[src/inc/seh_regs.svh]
`ifndef SEH_REGS_SVH
`define SEH_REGS_SVH
// ==========================================================
// command codes
`define SEH_CMD_STATUS_WRITE 8'h01
`define SEH_CMD_ARRAY_WRITE 8'h02
`define SEH_CMD_ARRAY_READ 8'h03
`define SEH_CMD_WRITE_DISABLE 8'h04
`define SEH_CMD_STATUS_READ 8'h05
`define SEH_CMD_WRITE_ENABLE 8'h06
`define SEH_CMD_IDENTITY_READ 8'h83
`define SEH_CMD_RESPONSE_READ 8'hF9
`define SEH_CMD_STANDBY 8'hE0
`define SEH_CMD_SLEEP 8'hE1
`define SEH_CMD_POWERDOWN 8'hE2
`define SEH_CMD_EXT_STATUS_VOL_WRITE 8'hE3
`define SEH_CMD_EXT_STATUS_PER_WRITE 8'hE4
`define SEH_CMD_AUX_CFG_VOL_WRITE 8'hE5
`define SEH_CMD_AUX_CFG_PER_WRITE 8'hE6
`define SEH_CMD_AUX_CFG_PREP_READ 8'hE7
`define SEH_CMD_WEAROUT_PREP_READ 8'hE8
`define SEH_CMD_SUPPLY_PREP_READ 8'hE9
// ==========================================================
// field widths and counts
`define SEH_SECTOR_W 3
`define SEH_OFFSET_W 16
`define SEH_SECTORS 8
`define SEH_ADDR_BYTES 2'h2
`define SEH_LAST_BIT 3'h7
`define SEH_LOC_ONE 19'h00001
`define SEH_DATA_W 8
`define SEH_FIFO_DEPTH 16
`define SEH_PINS_IDLE 4'h9
`define SEH_EMPTY_BYTE 8'hFF
`endif

[src/inc/seh_pkg.sv]
`include "seh_regs.svh"
package seh_pkg;
  // ========================================================
  // carriers
  typedef struct packed {
    logic cs_n;
    logic sck;
    logic si;
    logic hold_n;
  } seh_pins_t;

  typedef struct packed {
    logic [`SEH_SECTOR_W-1:0] sector;
    logic [`SEH_OFFSET_W-1:0] offset;
  } seh_loc_t;

  typedef enum {
    PH_CMD, PH_ADDR, PH_STREAM, PH_STATUS, PH_RESP, PH_SINK, PH_IGNORE
  } seh_phase_t;
endpackage : seh_pkg

[src/core/seh_sync.sv]
`timescale 1ns/1ps
`default_nettype none
module seh_sync #(
  parameter int W = 4,
  parameter logic [W-1:0] IDLE = '0
) (
  input wire logic clk,
  input wire logic reset,
  input wire logic [W-1:0] d,
  output logic [W-1:0] q
);
  logic [W-1:0] s1, s2, s3, next_q;

  // a bit counts once the two later stages agree
  always_comb begin
    next_q = q;
    for (int i = 0; i < W; i++) begin
      if (s2[i] == s3[i]) begin
        next_q[i] = s3[i];
      end
    end
  end

  always_ff @(posedge clk) begin
    if (reset) begin
      s1 <= IDLE;
      s2 <= IDLE;
      s3 <= IDLE;
      q <= IDLE;
    end else begin
      s1 <= d;
      s2 <= s1;
      s3 <= s2;
      q <= next_q;
    end
  end
endmodule : seh_sync
`default_nettype wire

[src/core/seh_fifo.sv]
`timescale 1ns/1ps
`default_nettype none
module seh_fifo #(
  parameter int W = 8,
  parameter int DEPTH = 16
) (
  input wire logic clk,
  input wire logic reset,
  input wire logic flush,
  input wire logic in_valid,
  output logic in_ready,
  input wire logic [W-1:0] in_data,
  output logic out_valid,
  input wire logic out_ready,
  output logic [W-1:0] out_data
);
  localparam int AW = $clog2(DEPTH);
  localparam int CW = $clog2(DEPTH + 1);
  localparam logic [AW-1:0] LAST = AW'(DEPTH - 1);
  localparam logic [CW-1:0] FULL = CW'(DEPTH);

  logic [W-1:0] mem [DEPTH];
  logic [W-1:0] next_mem [DEPTH];
  logic [AW-1:0] wr, rd, next_wr, next_rd;
  logic [CW-1:0] count, next_count;
  logic push, pop;

  assign in_ready = (count != FULL);
  assign out_valid = (count != '0);
  assign out_data = mem[rd];
  assign push = in_valid & in_ready;
  assign pop = out_valid & out_ready;

  always_comb begin
    next_mem = mem;
    next_wr = wr;
    next_rd = rd;
    next_count = count;
    if (push) begin
      next_mem[wr] = in_data;
      next_wr = (wr == LAST) ? '0 : wr + 1'b1;
    end
    if (pop) begin
      next_rd = (rd == LAST) ? '0 : rd + 1'b1;
    end
    if (push && !pop) begin
      next_count = count + 1'b1;
    end else if (pop && !push) begin
      next_count = count - 1'b1;
    end
    // flush drops whatever a finished transaction left behind
    if (flush) begin
      next_wr = '0;
      next_rd = '0;
      next_count = '0;
    end
  end

  always_ff @(posedge clk) begin
    if (reset) begin
      wr <= '0;
      rd <= '0;
      count <= '0;
    end else begin
      wr <= next_wr;
      rd <= next_rd;
      count <= next_count;
    end
    mem <= next_mem;
  end
endmodule : seh_fifo
`default_nettype wire

[src/core/seh_core.sv]
// How it works
// RULE_01: hold low floats the output and ignores clock and data edges.
// RULE_02: master keeps chip select low throughout a pause.
// RULE_03: hold released, the transaction resumes exactly where it stopped.
// RULE_04: master moves hold only while the serial clock is stable.
// RULE_05: master pauses only on a byte boundary.
// RULE_06: while an extended operation runs, only status reads are served.
// RULE_07: host polls status until the busy bit reads low.
// RULE_08: an invalid command is ignored and the output stays floating.
// RULE_09: 02h array write, 06h write enable, 04h write disable.
// RULE_10: 03h array read and 05h status read, neither extended.
// RULE_11: 83h identity read and F9h response read, neither extended.
// RULE_12: standby E0h, sleep E1h, power-down E2h are extended.
// RULE_13: 01h, E3h, E4h status writes are extended operations.
// RULE_14: E5h and E6h auxiliary configuration writes are extended.
// RULE_15: E7h, E8h, E9h prepare data for the response read, extended.
// RULE_16: array read takes a sector byte then a 16-bit offset.
// RULE_17: sector is 3 bits; master sends upper sector bits as zero.
// RULE_18: after the last address byte, stream bytes until chip select rises.
// RULE_19: the read address advances by one per byte.
// RULE_20: at a sector end, wrap within sector or continue to the next.
// RULE_21: array read or write while busy is an invalid command.
// RULE_22: array read only proceeds on a powered-up sector.
// RULE_23: sample input on rising clock, drive output on falling; modes 0, 3.
// RULE_24: whole bytes, most significant bit first on both lines.
// RULE_25: first byte after chip select falls is the command; rise ends it.
// RULE_26: chip select high floats the output and accepts no command.
// RULE_27: a pause keeps bit count, byte count, command and address.
`timescale 1ns/1ps
`default_nettype none
`include "seh_regs.svh"
module seh_core (
  input wire logic ref_clk,
  input wire logic reset,
  input wire seh_pkg::seh_pins_t pins,
  output logic so,
  output logic so_oe,
  input wire logic wrap_within_sector,
  input wire logic [`SEH_SECTORS-1:0] sector_powered,
  input wire logic [6:0] status_upper,
  input wire logic [7:0] resp_data,
  output logic mem_req,
  output var seh_pkg::seh_loc_t mem_addr,
  input wire logic [7:0] mem_rdata,
  input wire logic mem_rvalid,
  output logic cmd_strobe,
  output logic [7:0] cmd_code,
  output logic op_start,
  output logic [7:0] op_code,
  input wire logic op_done,
  output logic busy
);
  import seh_pkg::*;

  // ========================================================
  // state
  seh_phase_t phase, next_phase;
  logic [2:0] bit_cnt, next_bit_cnt;
  logic [7:0] rx_shift, next_rx_shift, tx_shift, next_tx_shift, src;
  logic [1:0] addr_cnt, next_addr_cnt;
  seh_loc_t loc, next_loc, next_mem_addr;
  logic tx_on, next_tx_on, next_so, next_so_oe;
  logic eoc_pend, next_eoc_pend, fetch_wait, next_fetch_wait;
  logic [7:0] eoc_code, next_eoc_code, next_op_code, next_cmd_code;
  logic next_op_start, next_busy, next_cmd_strobe, next_mem_req;

  // ========================================================
  // pin sampling
  logic [3:0] pins_q;
  seh_pins_t pins_s;
  logic prev_sck, prev_cs_n, sck_rise, sck_fall, cs_end, byte_done;
  logic [7:0] rx_byte;

  seh_sync #(.W(4), .IDLE(`SEH_PINS_IDLE)) u_sync (
    .clk(ref_clk),
    .reset(reset),
    .d(pins),
    .q(pins_q)
  );
  assign pins_s = seh_pins_t'(pins_q);

  // RULE_01 edges dropped in pause
  assign sck_rise = !pins_s.cs_n & pins_s.hold_n & pins_s.sck & !prev_sck;
  assign sck_fall = !pins_s.cs_n & pins_s.hold_n & !pins_s.sck & prev_sck;
  // RULE_25 rising select ends
  assign cs_end = pins_s.cs_n & !prev_cs_n;
  assign rx_byte = {rx_shift[6:0], pins_s.si};
  assign byte_done = sck_rise && (bit_cnt == `SEH_LAST_BIT);

  // ========================================================
  // read prefetch buffer
  logic fifo_in_ready, fifo_out_valid, fifo_pop;
  logic [7:0] fifo_out_data;

  // a stalled buffer holds back fetches, so memory never outruns the link
  seh_fifo #(.W(`SEH_DATA_W), .DEPTH(`SEH_FIFO_DEPTH)) u_fifo (
    .clk(ref_clk),
    .reset(reset),
    .flush(cs_end),
    .in_valid(mem_rvalid & fetch_wait),
    .in_ready(fifo_in_ready),
    .in_data(mem_rdata),
    .out_valid(fifo_out_valid),
    .out_ready(fifo_pop),
    .out_data(fifo_out_data)
  );

  // ========================================================
  // transaction state

  function automatic logic is_eoc(input logic [7:0] c);
    return c inside {`SEH_CMD_STATUS_WRITE, `SEH_CMD_ARRAY_WRITE,
      `SEH_CMD_STANDBY, `SEH_CMD_SLEEP, `SEH_CMD_POWERDOWN,
      `SEH_CMD_EXT_STATUS_VOL_WRITE, `SEH_CMD_EXT_STATUS_PER_WRITE,
      `SEH_CMD_AUX_CFG_VOL_WRITE, `SEH_CMD_AUX_CFG_PER_WRITE,
      `SEH_CMD_AUX_CFG_PREP_READ, `SEH_CMD_WEAROUT_PREP_READ,
      `SEH_CMD_SUPPLY_PREP_READ};
  endfunction : is_eoc

  function automatic seh_loc_t loc_inc(input seh_loc_t l, input logic wrap);
    seh_loc_t r;
    r = l;
    if (wrap) begin
      r.offset = l.offset + 1'b1;
    end else begin
      r = seh_loc_t'(l + `SEH_LOC_ONE);
    end
    return r;
  endfunction : loc_inc

  always_comb begin
    next_phase = phase;
    next_bit_cnt = bit_cnt;
    next_rx_shift = rx_shift;
    next_tx_shift = tx_shift;
    next_addr_cnt = addr_cnt;
    next_loc = loc;
    next_tx_on = tx_on;
    next_so = so;
    next_eoc_pend = eoc_pend;
    next_eoc_code = eoc_code;
    next_op_code = op_code;
    next_cmd_code = cmd_code;
    next_op_start = 1'b0;
    next_cmd_strobe = 1'b0;
    next_mem_req = 1'b0;
    next_mem_addr = mem_addr;
    next_fetch_wait = fetch_wait & !mem_rvalid;
    next_busy = busy & !op_done;
    fifo_pop = 1'b0;
    src = `SEH_EMPTY_BYTE;
    // RULE_19 fetch address advances
    // RULE_20 wrap mode
    if (phase == PH_STREAM && !fetch_wait && fifo_in_ready) begin
      next_mem_req = 1'b1;
      next_mem_addr = loc;
      next_loc = loc_inc(loc, wrap_within_sector);
      next_fetch_wait = 1'b1;
    end
    // RULE_23 sample on rise
    // RULE_24 msb first in
    if (sck_rise) begin
      next_rx_shift = rx_byte;
      next_bit_cnt = bit_cnt + 1'b1;
    end
    if (byte_done) begin
      unique case (phase)
        PH_CMD: begin
          // RULE_06 busy serves status only
          // RULE_21 busy read/write invalid
          if (busy && rx_byte != `SEH_CMD_STATUS_READ) begin
            next_phase = PH_IGNORE;
          end else begin
            // RULE_08 invalid code ignored
            unique case (rx_byte)
              // RULE_10 read and status
              `SEH_CMD_ARRAY_READ: begin
                next_phase = PH_ADDR;
                next_addr_cnt = '0;
              end
              `SEH_CMD_STATUS_READ: next_phase = PH_STATUS;
              // RULE_11 identity and response
              `SEH_CMD_IDENTITY_READ, `SEH_CMD_RESPONSE_READ: next_phase = PH_RESP;
              // RULE_09 enable and disable
              `SEH_CMD_WRITE_ENABLE, `SEH_CMD_WRITE_DISABLE: begin
                next_cmd_strobe = 1'b1;
                next_cmd_code = rx_byte;
                next_phase = PH_SINK;
              end
              default: begin
                // RULE_12 power commands extended
                // RULE_13 status writes extended
                // RULE_14 aux writes extended
                // RULE_15 prepare reads extended
                if (is_eoc(rx_byte)) begin
                  next_eoc_pend = 1'b1;
                  next_eoc_code = rx_byte;
                  next_phase = PH_SINK;
                end else begin
                  next_phase = PH_IGNORE;
                end
              end
            endcase
          end
        end
        PH_ADDR: begin
          // RULE_16 capture location bytes
          next_addr_cnt = addr_cnt + 1'b1;
          unique case (addr_cnt)
            // RULE_17 three sector bits
            2'h0: next_loc.sector = rx_byte[`SEH_SECTOR_W-1:0];
            2'h1: next_loc.offset[15:8] = rx_byte;
            default: begin
              next_loc.offset[7:0] = rx_byte;
              // RULE_22 powered sector only
              next_phase = sector_powered[loc.sector] ? PH_STREAM : PH_IGNORE;
            end
          endcase
        end
        default: begin
        end
      endcase
    end
    // RULE_23 drive on fall
    // RULE_18 stream after address
    if (sck_fall) begin
      if (bit_cnt == '0 && phase inside {PH_STATUS, PH_RESP, PH_STREAM}) begin
        unique case (phase)
          // RULE_07 busy in bit zero
          PH_STATUS: src = {status_upper, busy};
          PH_RESP: src = resp_data;
          default: begin
            src = fifo_out_valid ? fifo_out_data : `SEH_EMPTY_BYTE;
            fifo_pop = fifo_out_valid;
          end
        endcase
        next_so = src[7];
        next_tx_shift = {src[6:0], 1'b0};
        next_tx_on = 1'b1;
      end else if (tx_on) begin
        // RULE_24 msb first out
        next_so = tx_shift[7];
        next_tx_shift = {tx_shift[6:0], 1'b0};
      end
    end
    // RULE_25 rise ends operation
    if (cs_end) begin
      next_phase = PH_CMD;
      next_bit_cnt = '0;
      next_tx_on = 1'b0;
      next_eoc_pend = 1'b0;
      next_fetch_wait = 1'b0;
      next_mem_req = 1'b0;
      // RULE_06 extended op starts busy
      if (eoc_pend) begin
        next_op_start = 1'b1;
        next_op_code = eoc_code;
        next_busy = 1'b1;
      end
    end
    // RULE_01 float in pause
    // RULE_26 float when deselected
    // RULE_03 resumes with held state
    next_so_oe = !pins_s.cs_n & pins_s.hold_n & next_tx_on;
  end

  // RULE_27 state kept in pause
  always_ff @(posedge ref_clk) begin
    if (reset) begin
      prev_sck <= 1'b0;
      prev_cs_n <= 1'b1;
      phase <= PH_CMD;
      bit_cnt <= '0;
      rx_shift <= '0;
      tx_shift <= '0;
      addr_cnt <= '0;
      loc <= '0;
      tx_on <= 1'b0;
      so <= 1'b0;
      so_oe <= 1'b0;
      eoc_pend <= 1'b0;
      eoc_code <= '0;
      op_start <= 1'b0;
      op_code <= '0;
      cmd_strobe <= 1'b0;
      cmd_code <= '0;
      busy <= 1'b0;
      mem_req <= 1'b0;
      mem_addr <= '0;
      fetch_wait <= 1'b0;
    end else begin
      prev_sck <= pins_s.sck;
      prev_cs_n <= pins_s.cs_n;
      phase <= next_phase;
      bit_cnt <= next_bit_cnt;
      rx_shift <= next_rx_shift;
      tx_shift <= next_tx_shift;
      addr_cnt <= next_addr_cnt;
      loc <= next_loc;
      tx_on <= next_tx_on;
      so <= next_so;
      so_oe <= next_so_oe;
      eoc_pend <= next_eoc_pend;
      eoc_code <= next_eoc_code;
      op_start <= next_op_start;
      op_code <= next_op_code;
      cmd_strobe <= next_cmd_strobe;
      cmd_code <= next_cmd_code;
      busy <= next_busy;
      mem_req <= next_mem_req;
      mem_addr <= next_mem_addr;
      fetch_wait <= next_fetch_wait;
    end
  end
endmodule : seh_core
`default_nettype wire

[config.mk]
export PLATFORM = sky130hd
export DESIGN_NAME = seh_core
export DESIGN_NICKNAME = d
export VERILOG_FILES = /design/src/inc/seh_pkg.sv /design/src/core/seh_sync.sv /design/src/core/seh_fifo.sv /design/src/core/seh_core.sv
export VERILOG_INCLUDE_DIRS = /design/src /design/src/inc
export SDC_FILE = /design/constraint.sdc
export NUM_CORES = 1
export LEC_CHECK = 0
export BUFFER_PORTS_ARGS = -buffer_cell sky130_fd_sc_hd__buf_2
export CAP_MARGIN = 20
export CORE_MARGIN = 2
export CORE_UTILIZATION = 55
export CTS_CLUSTER_SIZE = 14
export DETAILED_ROUTE_END_ITERATION = 12
export HOLD_SLACK_MARGIN = 0.06
export PLACE_DENSITY = 0.7
export SETUP_SLACK_MARGIN = 0.15
export SYNTH_ARGS = -nofsm -noshare
export SYNTH_HDL_FRONTEND = slang
export SYNTH_HIERARCHICAL = 1
export SYNTH_SLANG_ARGS = --single-unit
[constraint.sdc]
create_clock -name ref_clk -period 4.2 [get_ports ref_clk]
set_clock_uncertainty 0.15 [all_clocks]
set_input_delay 0.21 -clock ref_clk [delete_from_list [all_inputs] [get_ports ref_clk]]
set_output_delay 0.21 -clock ref_clk [all_outputs]
set_load 0.02 [all_outputs]
# [After elaboration in Yosys (flattened, before gate mapping)]
# Index checks and enable logic that the tools add are counted.
[totals] latch_bits=0 memories=0 regBits=282 rom_bits=0 wordCells=203 ram_bits=0
[op_classes] reduce_logical=40 addsub=8 bitwise=19 eq_ne=36 mux=47 order_cmp=4 n_mul=0 shifts=0 div_mod_pow=0
[op_table] op="$bwmux W128" n=1
[op_table] op="$eq A8 B8 Y1 const B" n=12
[op_table] op="$eq A32 B2 Y1 const B" n=2
[op_table] op="$eq A32 B3 Y1 const B" n=2
[op_table] op="$mux W8" n=8
[op_table] op="$pmux W32 S2" n=1
[op_table] op="$mux W19" n=3
[op_table] op="$bmux W8 S4" n=1
[op_table] op="$demux W8 S4" n=1
[op_table] op="$eq A32 B1 Y1 const B" n=1
[op_table] op="$logic_not A32 Y1" n=1
[op_table] op="$mux W32" n=1
[op_table] op="$eq A8 B3 Y1 const B" n=3
[op_table] op="$add A19 B1 Y19 const B" n=1
[op_table] op="$add A16 B1 Y16 const B" n=1
[op_table] op="$eq A8 B2 Y1 const B" n=2
[op_table] op="$mux W16" n=1
[op_table] op="$pmux W8 S2" n=1
[op_table] op="$mux W1" n=15
[op_table] op="$and A1 B1 Y1" n=12
[op_table] op="$mux W3" n=4
[op_table] op="$pmux W3 S4" n=1
[op_table] op="$reduce_bool A12 Y1" n=1
[op_table] op="$reduce_or A2 Y1" n=6
[op_table] op="36 further kinds" n=72

# [Logic depth before layout (Yosys ltp)]
# Gate-level depths: netlist of run 1.
[depth] depth_word=9 ltp_mapped=14 depth_no_buf=14

# [Hierarchy]
# The synthesis of run 1 kept the hierarchy.
[modules_own_cells] mod="seh_fifo" cells_per_inst=312 seq_area_each_um2=4103.9 area_per_inst_um2=5711.7 instances=1
[modules_own_cells] mod="seh_core" cells_per_inst=515 seq_area_each_um2=1901.8 area_per_inst_um2=4349.2 instances=1
[modules_own_cells] mod="seh_sync" cells_per_inst=41 seq_area_each_um2=320.3 area_per_inst_um2=481.7 instances=1

# [Worst setup path before layout of run 1]
# No wires, ideal clock.
[synth_timing] kind="flip-flop to flip-flop" start="register phase[1]" end="register u_fifo.count[4]" path_slack_ns=0.979 arrival_ns=3.014 n_path_buf=1 path_stages_with_launch=13 setup_time_ns=0.057 t_required_ns=3.993 synth_period_minus_slack_ns=3.221 cell_sequence="dfxtp_1 buf_2 or3b_2 a21oi_2 and2_1 and3_1 o21ai_4 ha_1 fa_1 nand3b_1 a211o_1 a211oi_1 a31o_2"
[synth_between] elab_chain_cells=9
[synth_rtl] element="start: declaration" line_no="seh_core.sv:57" source="seh_phase_t phase, next_phase;"
[synth_rtl] element="start signal: assignment" line_no="seh_core.sv:294" source="phase <= next_phase;"
[synth_rtl] element="$eq A32 B2 Y1 (tied with other cells)" line_no="seh_core.sv:227, seh_core.sv:228"
[synth_rtl] element="$reduce_or A2 Y1 (no line) or $reduce_bool A3 Y1 (tied branches)"
[synth_rtl] element="$mux W1 or $logic_and A1 B1 Y1 (tied branches)" line_no="seh_core.sv:228, seh_core.sv:227"
[synth_rtl] element="$mux W1 (*)" line_no="seh_core.sv:227" source="if (bit_cnt == '0 && phase inside {PH_STATUS, PH_RESP, PH_STREAM}) begin"
[synth_rtl] element="$mux W1 (*)" line_no="seh_core.sv:226" source="if (sck_fall) begin"
[synth_rtl] element="net fifo_pop" line_no="seh_core.sv:92" source="logic fifo_in_ready, fifo_out_valid, fifo_pop;"
[synth_rtl] element="$and A1 B1 Y1 (*)" line_no="seh_fifo.sv:32" source="assign pop = out_valid & out_ready;"
[synth_rtl] element="$logic_not A1 Y1" line_no="seh_fifo.sv:46" source="if (push && !pop) begin"
[synth_rtl] element="$logic_and A1 B1 Y1" line_no="seh_fifo.sv:46"
[synth_rtl] element="$mux W5 or $reduce_bool A2 Y1 (tied branches)"
[synth_rtl] element="end signal: assignment" line_no="seh_fifo.sv:67" source="count <= next_count;"
[synth_rtl] element="end: declaration" line_no="seh_fifo.sv:25" source="logic [CW-1:0] count, next_count;"
# The timed path passes the listed nets; every way through them passes the cells marked *.
# A chain may end at the register's enable or synchronous reset.

# [Final worst setup path of run 1]
[layout_timing] start="register phase[0]" end="register u_fifo.count[4]"
# Same word-level chain as after synthesis.

==> results of run 1 <==
## metrics by stage
step	util	power (mW)	setup WS (ns)	cell area (um^2)	instances
after floorplan	-	2.666	0.9787	10540	868
after global placement	0.5889	2.708	0.7754	11050	1138
after detailed placement	0.5889	2.708	0.7191	11050	1138
after CTS	0.6493	5.077	0.6996	12190	1211
after global routing	0.6493	5.172	0.4478	12190	1211
final	0.6493	5.035	0.7047	12190	1211
## worst max path at each step
stage	startpoint	to	slack (ns)	cells after the start
after floorplan	phase[1]	u_fifo/count[4]	0.98	12
after global placement	phase[0]	u_fifo/count[4]	0.78	12
after detailed placement	phase[0]	u_fifo/count[4]	0.72	12
after CTS	phase[2]	u_fifo/count[4]	0.70	12
after global routing	phase[2]	u_fifo/count[4]	0.45	13
final	phase[0]	u_fifo/count[4]	0.70	12
## area by class of cell
| type | count | area [um^2] |
|---|---|---|
| tap | 234 | 292.8 |
| timing repair buffer | 113 | 710.7 |
| inverter | 19 | 71.32 |
| clock inverter | 10 | 156.4 |
| multi-input combinational | 545 | 3899 |
| fill | 1443 | 6583 |
| sequential | 252 | 6329 |
| clock buffer | 38 | 726.9 |
## sequential cells by signal, summed over array words and instances, names as in the netlist, 4 cells and up
name / flops
cmd_code: 8
eoc_code: 8
op_code: 8
u_fifo/mem: 128
u_sync/q: 4
u_sync/s2: 4
u_sync/s1: 4
tx_shift: 7
mem_addr: 19
loc: 19
u_fifo/count: 5
rx_shift: 7
u_fifo/rd: 4
u_fifo/wr: 4
u_sync/s3: 4
## critical path, stage by stage (launching register included)
cell and delay (ns):
dfxtp_1 0.41, or3b_2 0.53, a21oi_2 0.14, buf_4 0.21, and2_1 0.19, and3_1 0.25, o21ai_4 0.11, ha_1 0.23
fa_1 0.40, nand3b_1 0.19, a211o_1 0.28, a211oi_1 0.21, a31o_2 0.14
## routing by layer
layer | vias up | track usage | share of wire
met5 | - | 0 | 0
met4 | 0 | 0.05993 | 0.025
met1 | 3296 | 0.2799 | 0.43
met3 | 35 | 0.02894 | 0.043
met2 | 170 | 0.3841 | 0.51
li1 | 3340 | - | -
## kinds of logic (layout without fill, tap and decap cells)
logic type      after synthesis  in the layout  synth area share
compound gates              160            160            0.1019
flops                       252            252            0.6000
xor+xnor                     23             23           0.01911
fa+ha+maj                    17             17           0.02089
buf+inv                      71            180           0.03014
mux                          46             46           0.08414
simple gates                299            299            0.1437
## placed cells by master (no fill, tap or decap), types with 12 or more instances in the layout
cell type      count
nor2_1            67
dfxtp_1          122
nand2_1          105
clkbuf_16         27
xnor2_1           15
nor2b_1           14
buf_2             80
nand2b_1          19
o211ai_1          14
inv_1             19
nand3_1           16
mux4_2            34
a21oi_1           59
edfxtp_1         128
dlygate4sd3_1     25
ha_1              16
nor3_1            12
a22oi_1           25
a211oi_1          21
## where the power goes
part | internal, mW | switching (mW) | total (mW)
Combinational | 0.0352 | 0.0467 | 0.0818
Sequential | 2.59 | 0.00188 | 2.59
Clock | 1.45 | 0.919 | 2.37
Total | 4.07 | 0.968 | 5.04
## what timing repair did
item | in CTS | in global routing
gates resized for setup | 0 | 0
buffers inserted | 0 | 0
hold endpoints to repair | 141 | 0
hold buffers | 25 | 0
==> run summary, run 1 <==
outcome: completed
first-pass GRT wire length: 34270 um
die height: 142.5 um
Placer Congestion: 0.8201
Synth top cells by count: 128 x edfxtp_1, 124 x dfxtp_1, 105 x nand2_1
fin crit period: 3.495 ns
number of antenna violations at the first check in global routing: 0
Critical Path Fanout Max: 16
Skew-Pair Late Insertion Delay: 0.52 ns
Initial Utilization: 0.5617
Mapped Nets: 925
Crit Path Category: register to register
Power Dens Cells: 413.2 mW/mm^2
TNS Setup: 0 ns
Clk Tree Root Cell: clkbuf_16
Sink Count: 252
cell taking the most area after synthesis: edfxtp_1
DP Wirelength: 13930 um
# nets final: 1014
Area Growth Syn to Fin: 15.58%
die width: 142.5 um
CP startpoint kind: register
fin crit share: 0.8322
WHS: 0.06969 ns
Max IR drop VDD: 0.4065 mV
Syn Inst Count: 868
reg-to-reg setup timing slack: 0.70 ns
Arr. time, crit path: 3.81 ns
#FFs+latches synth: 252
Mapped Avg Cell Area: 12.15 um^2
Relative slew margins: 0.3321
GR Util All Layers: 0.2164
WHS Path Cells: 5
leakage: 4.190 nW
R2R cell count: 12
RSZ-0062 raised after global routing: false
yosys warns: 6
WL per Instance: 18.03 um
main flop type after synthesis: edfxtp_1
Pre-Repair DR Iteration Count: 7
sequential area share after synthesis: 0.6000
Post-Syn Area: 0.01054 mm^2
Slew @ Worst Pin: 0.9981 ns
main area contributors after synthesis: edfxtp_1 36%, dfxtp_1 24%, mux4_2 7.3%
total gr overflow: 0
R2R Path Start: phase[0]
RR Endpoint: u_fifo/count[4]
ant diodes: 0
1st-iter DRT viols: 462
vias in the first global route: 6480
htree depth: 1
Achievable Freq: 286.1 MHz
post-synth top area share: 0.3646
CP Data Required Time: 4.52 ns
ys async rst share: 0
CTS tree: done
max-cap viol count: 0
vias per std cell: 5.649
Ports: 81
final slew viol count: 0
final WL: 21830 um
Crit. End Element: register
Post-route DRC: 0
layout cell share with drive strength beyond 1: 0.1975
die area: 0.02029 mm^2
Final ANT Viol Nets: 0
CTS Buf Count: 26
hold endpoint: tx_shift[7]
Clock transition at path regs: 0.06 ns
final setup violation count: 0
pin count of the biggest net entering global routing: 65
clk buf depth: 3
# port buffers: 80
HP Class: input pin to register
top-count cell post-synth: edfxtp_1
final hold violations: 0
Vias: 6841
row count: 50
EDFF count, synth: 128
Min-Delay Startpoint: resp_data[6]
core box area: 0.01877 mm^2
library cells used by synthesis: 72
Power figures use the tool's default switching activity.
==> inputs of run 2 (changes only) <==
- clock period: 4.2 -> 3.3 ns (I/O delays scaled with it)
==> run summary, run 2 (same netlist as run 1, synthesis figures left out) <==
postcts setup bufs: 0
switching power total: 1.245 mW
commonest cells after routing, fill and taps aside: 128 x edfxtp_1, 123 x dfxtp_1, 105 x nand2_1
CP startpoint kind: register
Util after Layout: 0.6591
# port buffers: 80
TNS Setup: 0 ns
outcome: completed
clk buf depth: 3
core box area: 0.01877 mm^2
Slew @ Worst Pin: 0.8298 ns
Crit. End Element: register
Critical Path Fanout Max: 5
Vias: 6998
# nets final: 1033
WL per Instance: 18.20 um
layout cell share with drive strength beyond 1: 0.2169
leakage: 4.290 nW
post-place setup slack: 0.1701 ns
DP Area: 0.01120 mm^2
largest reg by FF count: u_fifo/mem
Placer Congestion: 0.8151
vias in the first global route: 6666
final hold violations: 0
fin crit period: 3.092 ns
Pre-Repair DR Iteration Count: 5
HP Class: input pin to register
fin area: 0.01237 mm^2
clock share of power: 0.465
total gr overflow: 0
Power Dens Cells: 515.1 mW/mm^2
RSZ-0062 raised after global routing: true
Final ANT Viol Nets: 0
GR Util All Layers: 0.2234
CTS Buf Count: 26
WHS Path Cells: 5
final WL: 22390 um
fin crit share: 0.9370
Sink Count: 252
die width: 142.5 um
final setup violation count: 0
htree depth: 1
first-pass GRT wire length: 35460 um
Fillers: 1430
switch share: 0.1953
Max IR drop VDD: 0.5116 mV
number of antenna violations at the first check in global routing: 0
Int Power: 5.128 mW
1st-iter DRT viols: 487
Tot Pwr: 6.372 mW
Non-Filler Instances: 1230
R2R cell count: 11
Ports: 81
Crit Path Category: register to register
CTS tree: done
DP Cell Count: 1155
Clock transition at path regs: 0.06 ns
most common cell after layout, fill and taps aside: edfxtp_1
Relative slew margins: 0.4448
vias per std cell: 5.689
Initial Utilization: 0.5617
ant diodes: 0
Skew-Pair Late Insertion Delay: 0.53 ns
final slew viol count: 0
DP Wirelength: 14450 um
pin count of the biggest net entering global routing: 40
die area: 0.02029 mm^2
fin worst setup slack: 0.2080 ns
Clk Tree Root Cell: clkbuf_16
die height: 142.5 um
WHS: 0.06811 ns
max-cap viol count: 0
combinational share of power: 0.018
CP Data Required Time: 3.62 ns
Post-route DRC: 0
Largest register FFs: 128
Arr. time, crit path: 3.41 ns
Sequential Power Share: 0.517
Top Registers: u_fifo/mem (128), loc (19), mem_addr (19)
row count: 50
Area Growth Syn to Fin: 17.34%
Achievable Freq: 323.4 MHz
==> run 2: cell count changes in the layout (fill, tap and decap cells not counted), moves of 2 or more <==
cell and delta:
dlygate4sd3_1 +2, dfxtp_2 -2, clkbuf_1 -2, bufinv_16 -2, clkbuf_8 +5, buf_4 +16
==> run 2: layer usage <==
metal,part of all wire,vias to the layer above,GRT usage
li1,-,3381,-
met1,0.43,3366,0.3033
met2,0.49,203,0.3778
met3,0.048,48,0.02995
met4,0.028,0,0.06670
met5,0,-,0
==> run 2: timing repair <==
action | CTS | global route
pin swaps | 0 | 0
hold endpoints to repair | 147 | 0
hold buffers | 27 | 0
endpoints found under the setup margin | 1 | 2
gates resized for setup | 1 | 4
==> run 2: final cells by class <==
type / instances / area [um^2] / share of cell area
timing repair buffer: 132 / 870.8 / 0.07040
tap: 234 / 292.8 / 0.02367
inverter: 19 / 71.32 / 0.005765
clock buffer: 41 / 788.3 / 0.06372
sequential: 252 / 6330 / 0.5117
clock inverter: 7 / 90.09 / 0.007282
multi-input combinational: 545 / 3928 / 0.3175
==> run 2: path summary, 6_finish.rpt <==
path | from | end | slack, ns
max | phase[0] | u_fifo/count[4] | 0.21
max reg2reg | phase[0] | u_fifo/count[4] | 0.21
min reg2reg | u_sync/s1[3] | u_sync/s2[3] | 0.26
min | status_upper[3] | tx_shift[5] | 0.07
==> run 2: worst max-delay path: stages (launching register included) <==
cell and delay, ns:
dfxtp_1 0.34, or3b_2 0.52, a21oi_4 0.14, and2_4 0.17
and3_4 0.21, o21ai_4 0.08, ha_2 0.21, fa_1 0.40
nand3b_1 0.20, a211o_1 0.30, a211oi_2 0.18, a31o_2 0.12
==> run 2: power groups by stage <==
stage	Clock [mW]	Sequential [mW]	Combinational (mW)
2_1_floorplan	0	3.36	0.0326
6_report	2.96	3.29	0.117
4_1_cts	3.01	3.29	0.115
3_3_place_gp	0	3.36	0.0941
3_5_place_dp	0	3.36	0.0949
5_1_grt	3.14	3.29	0.125
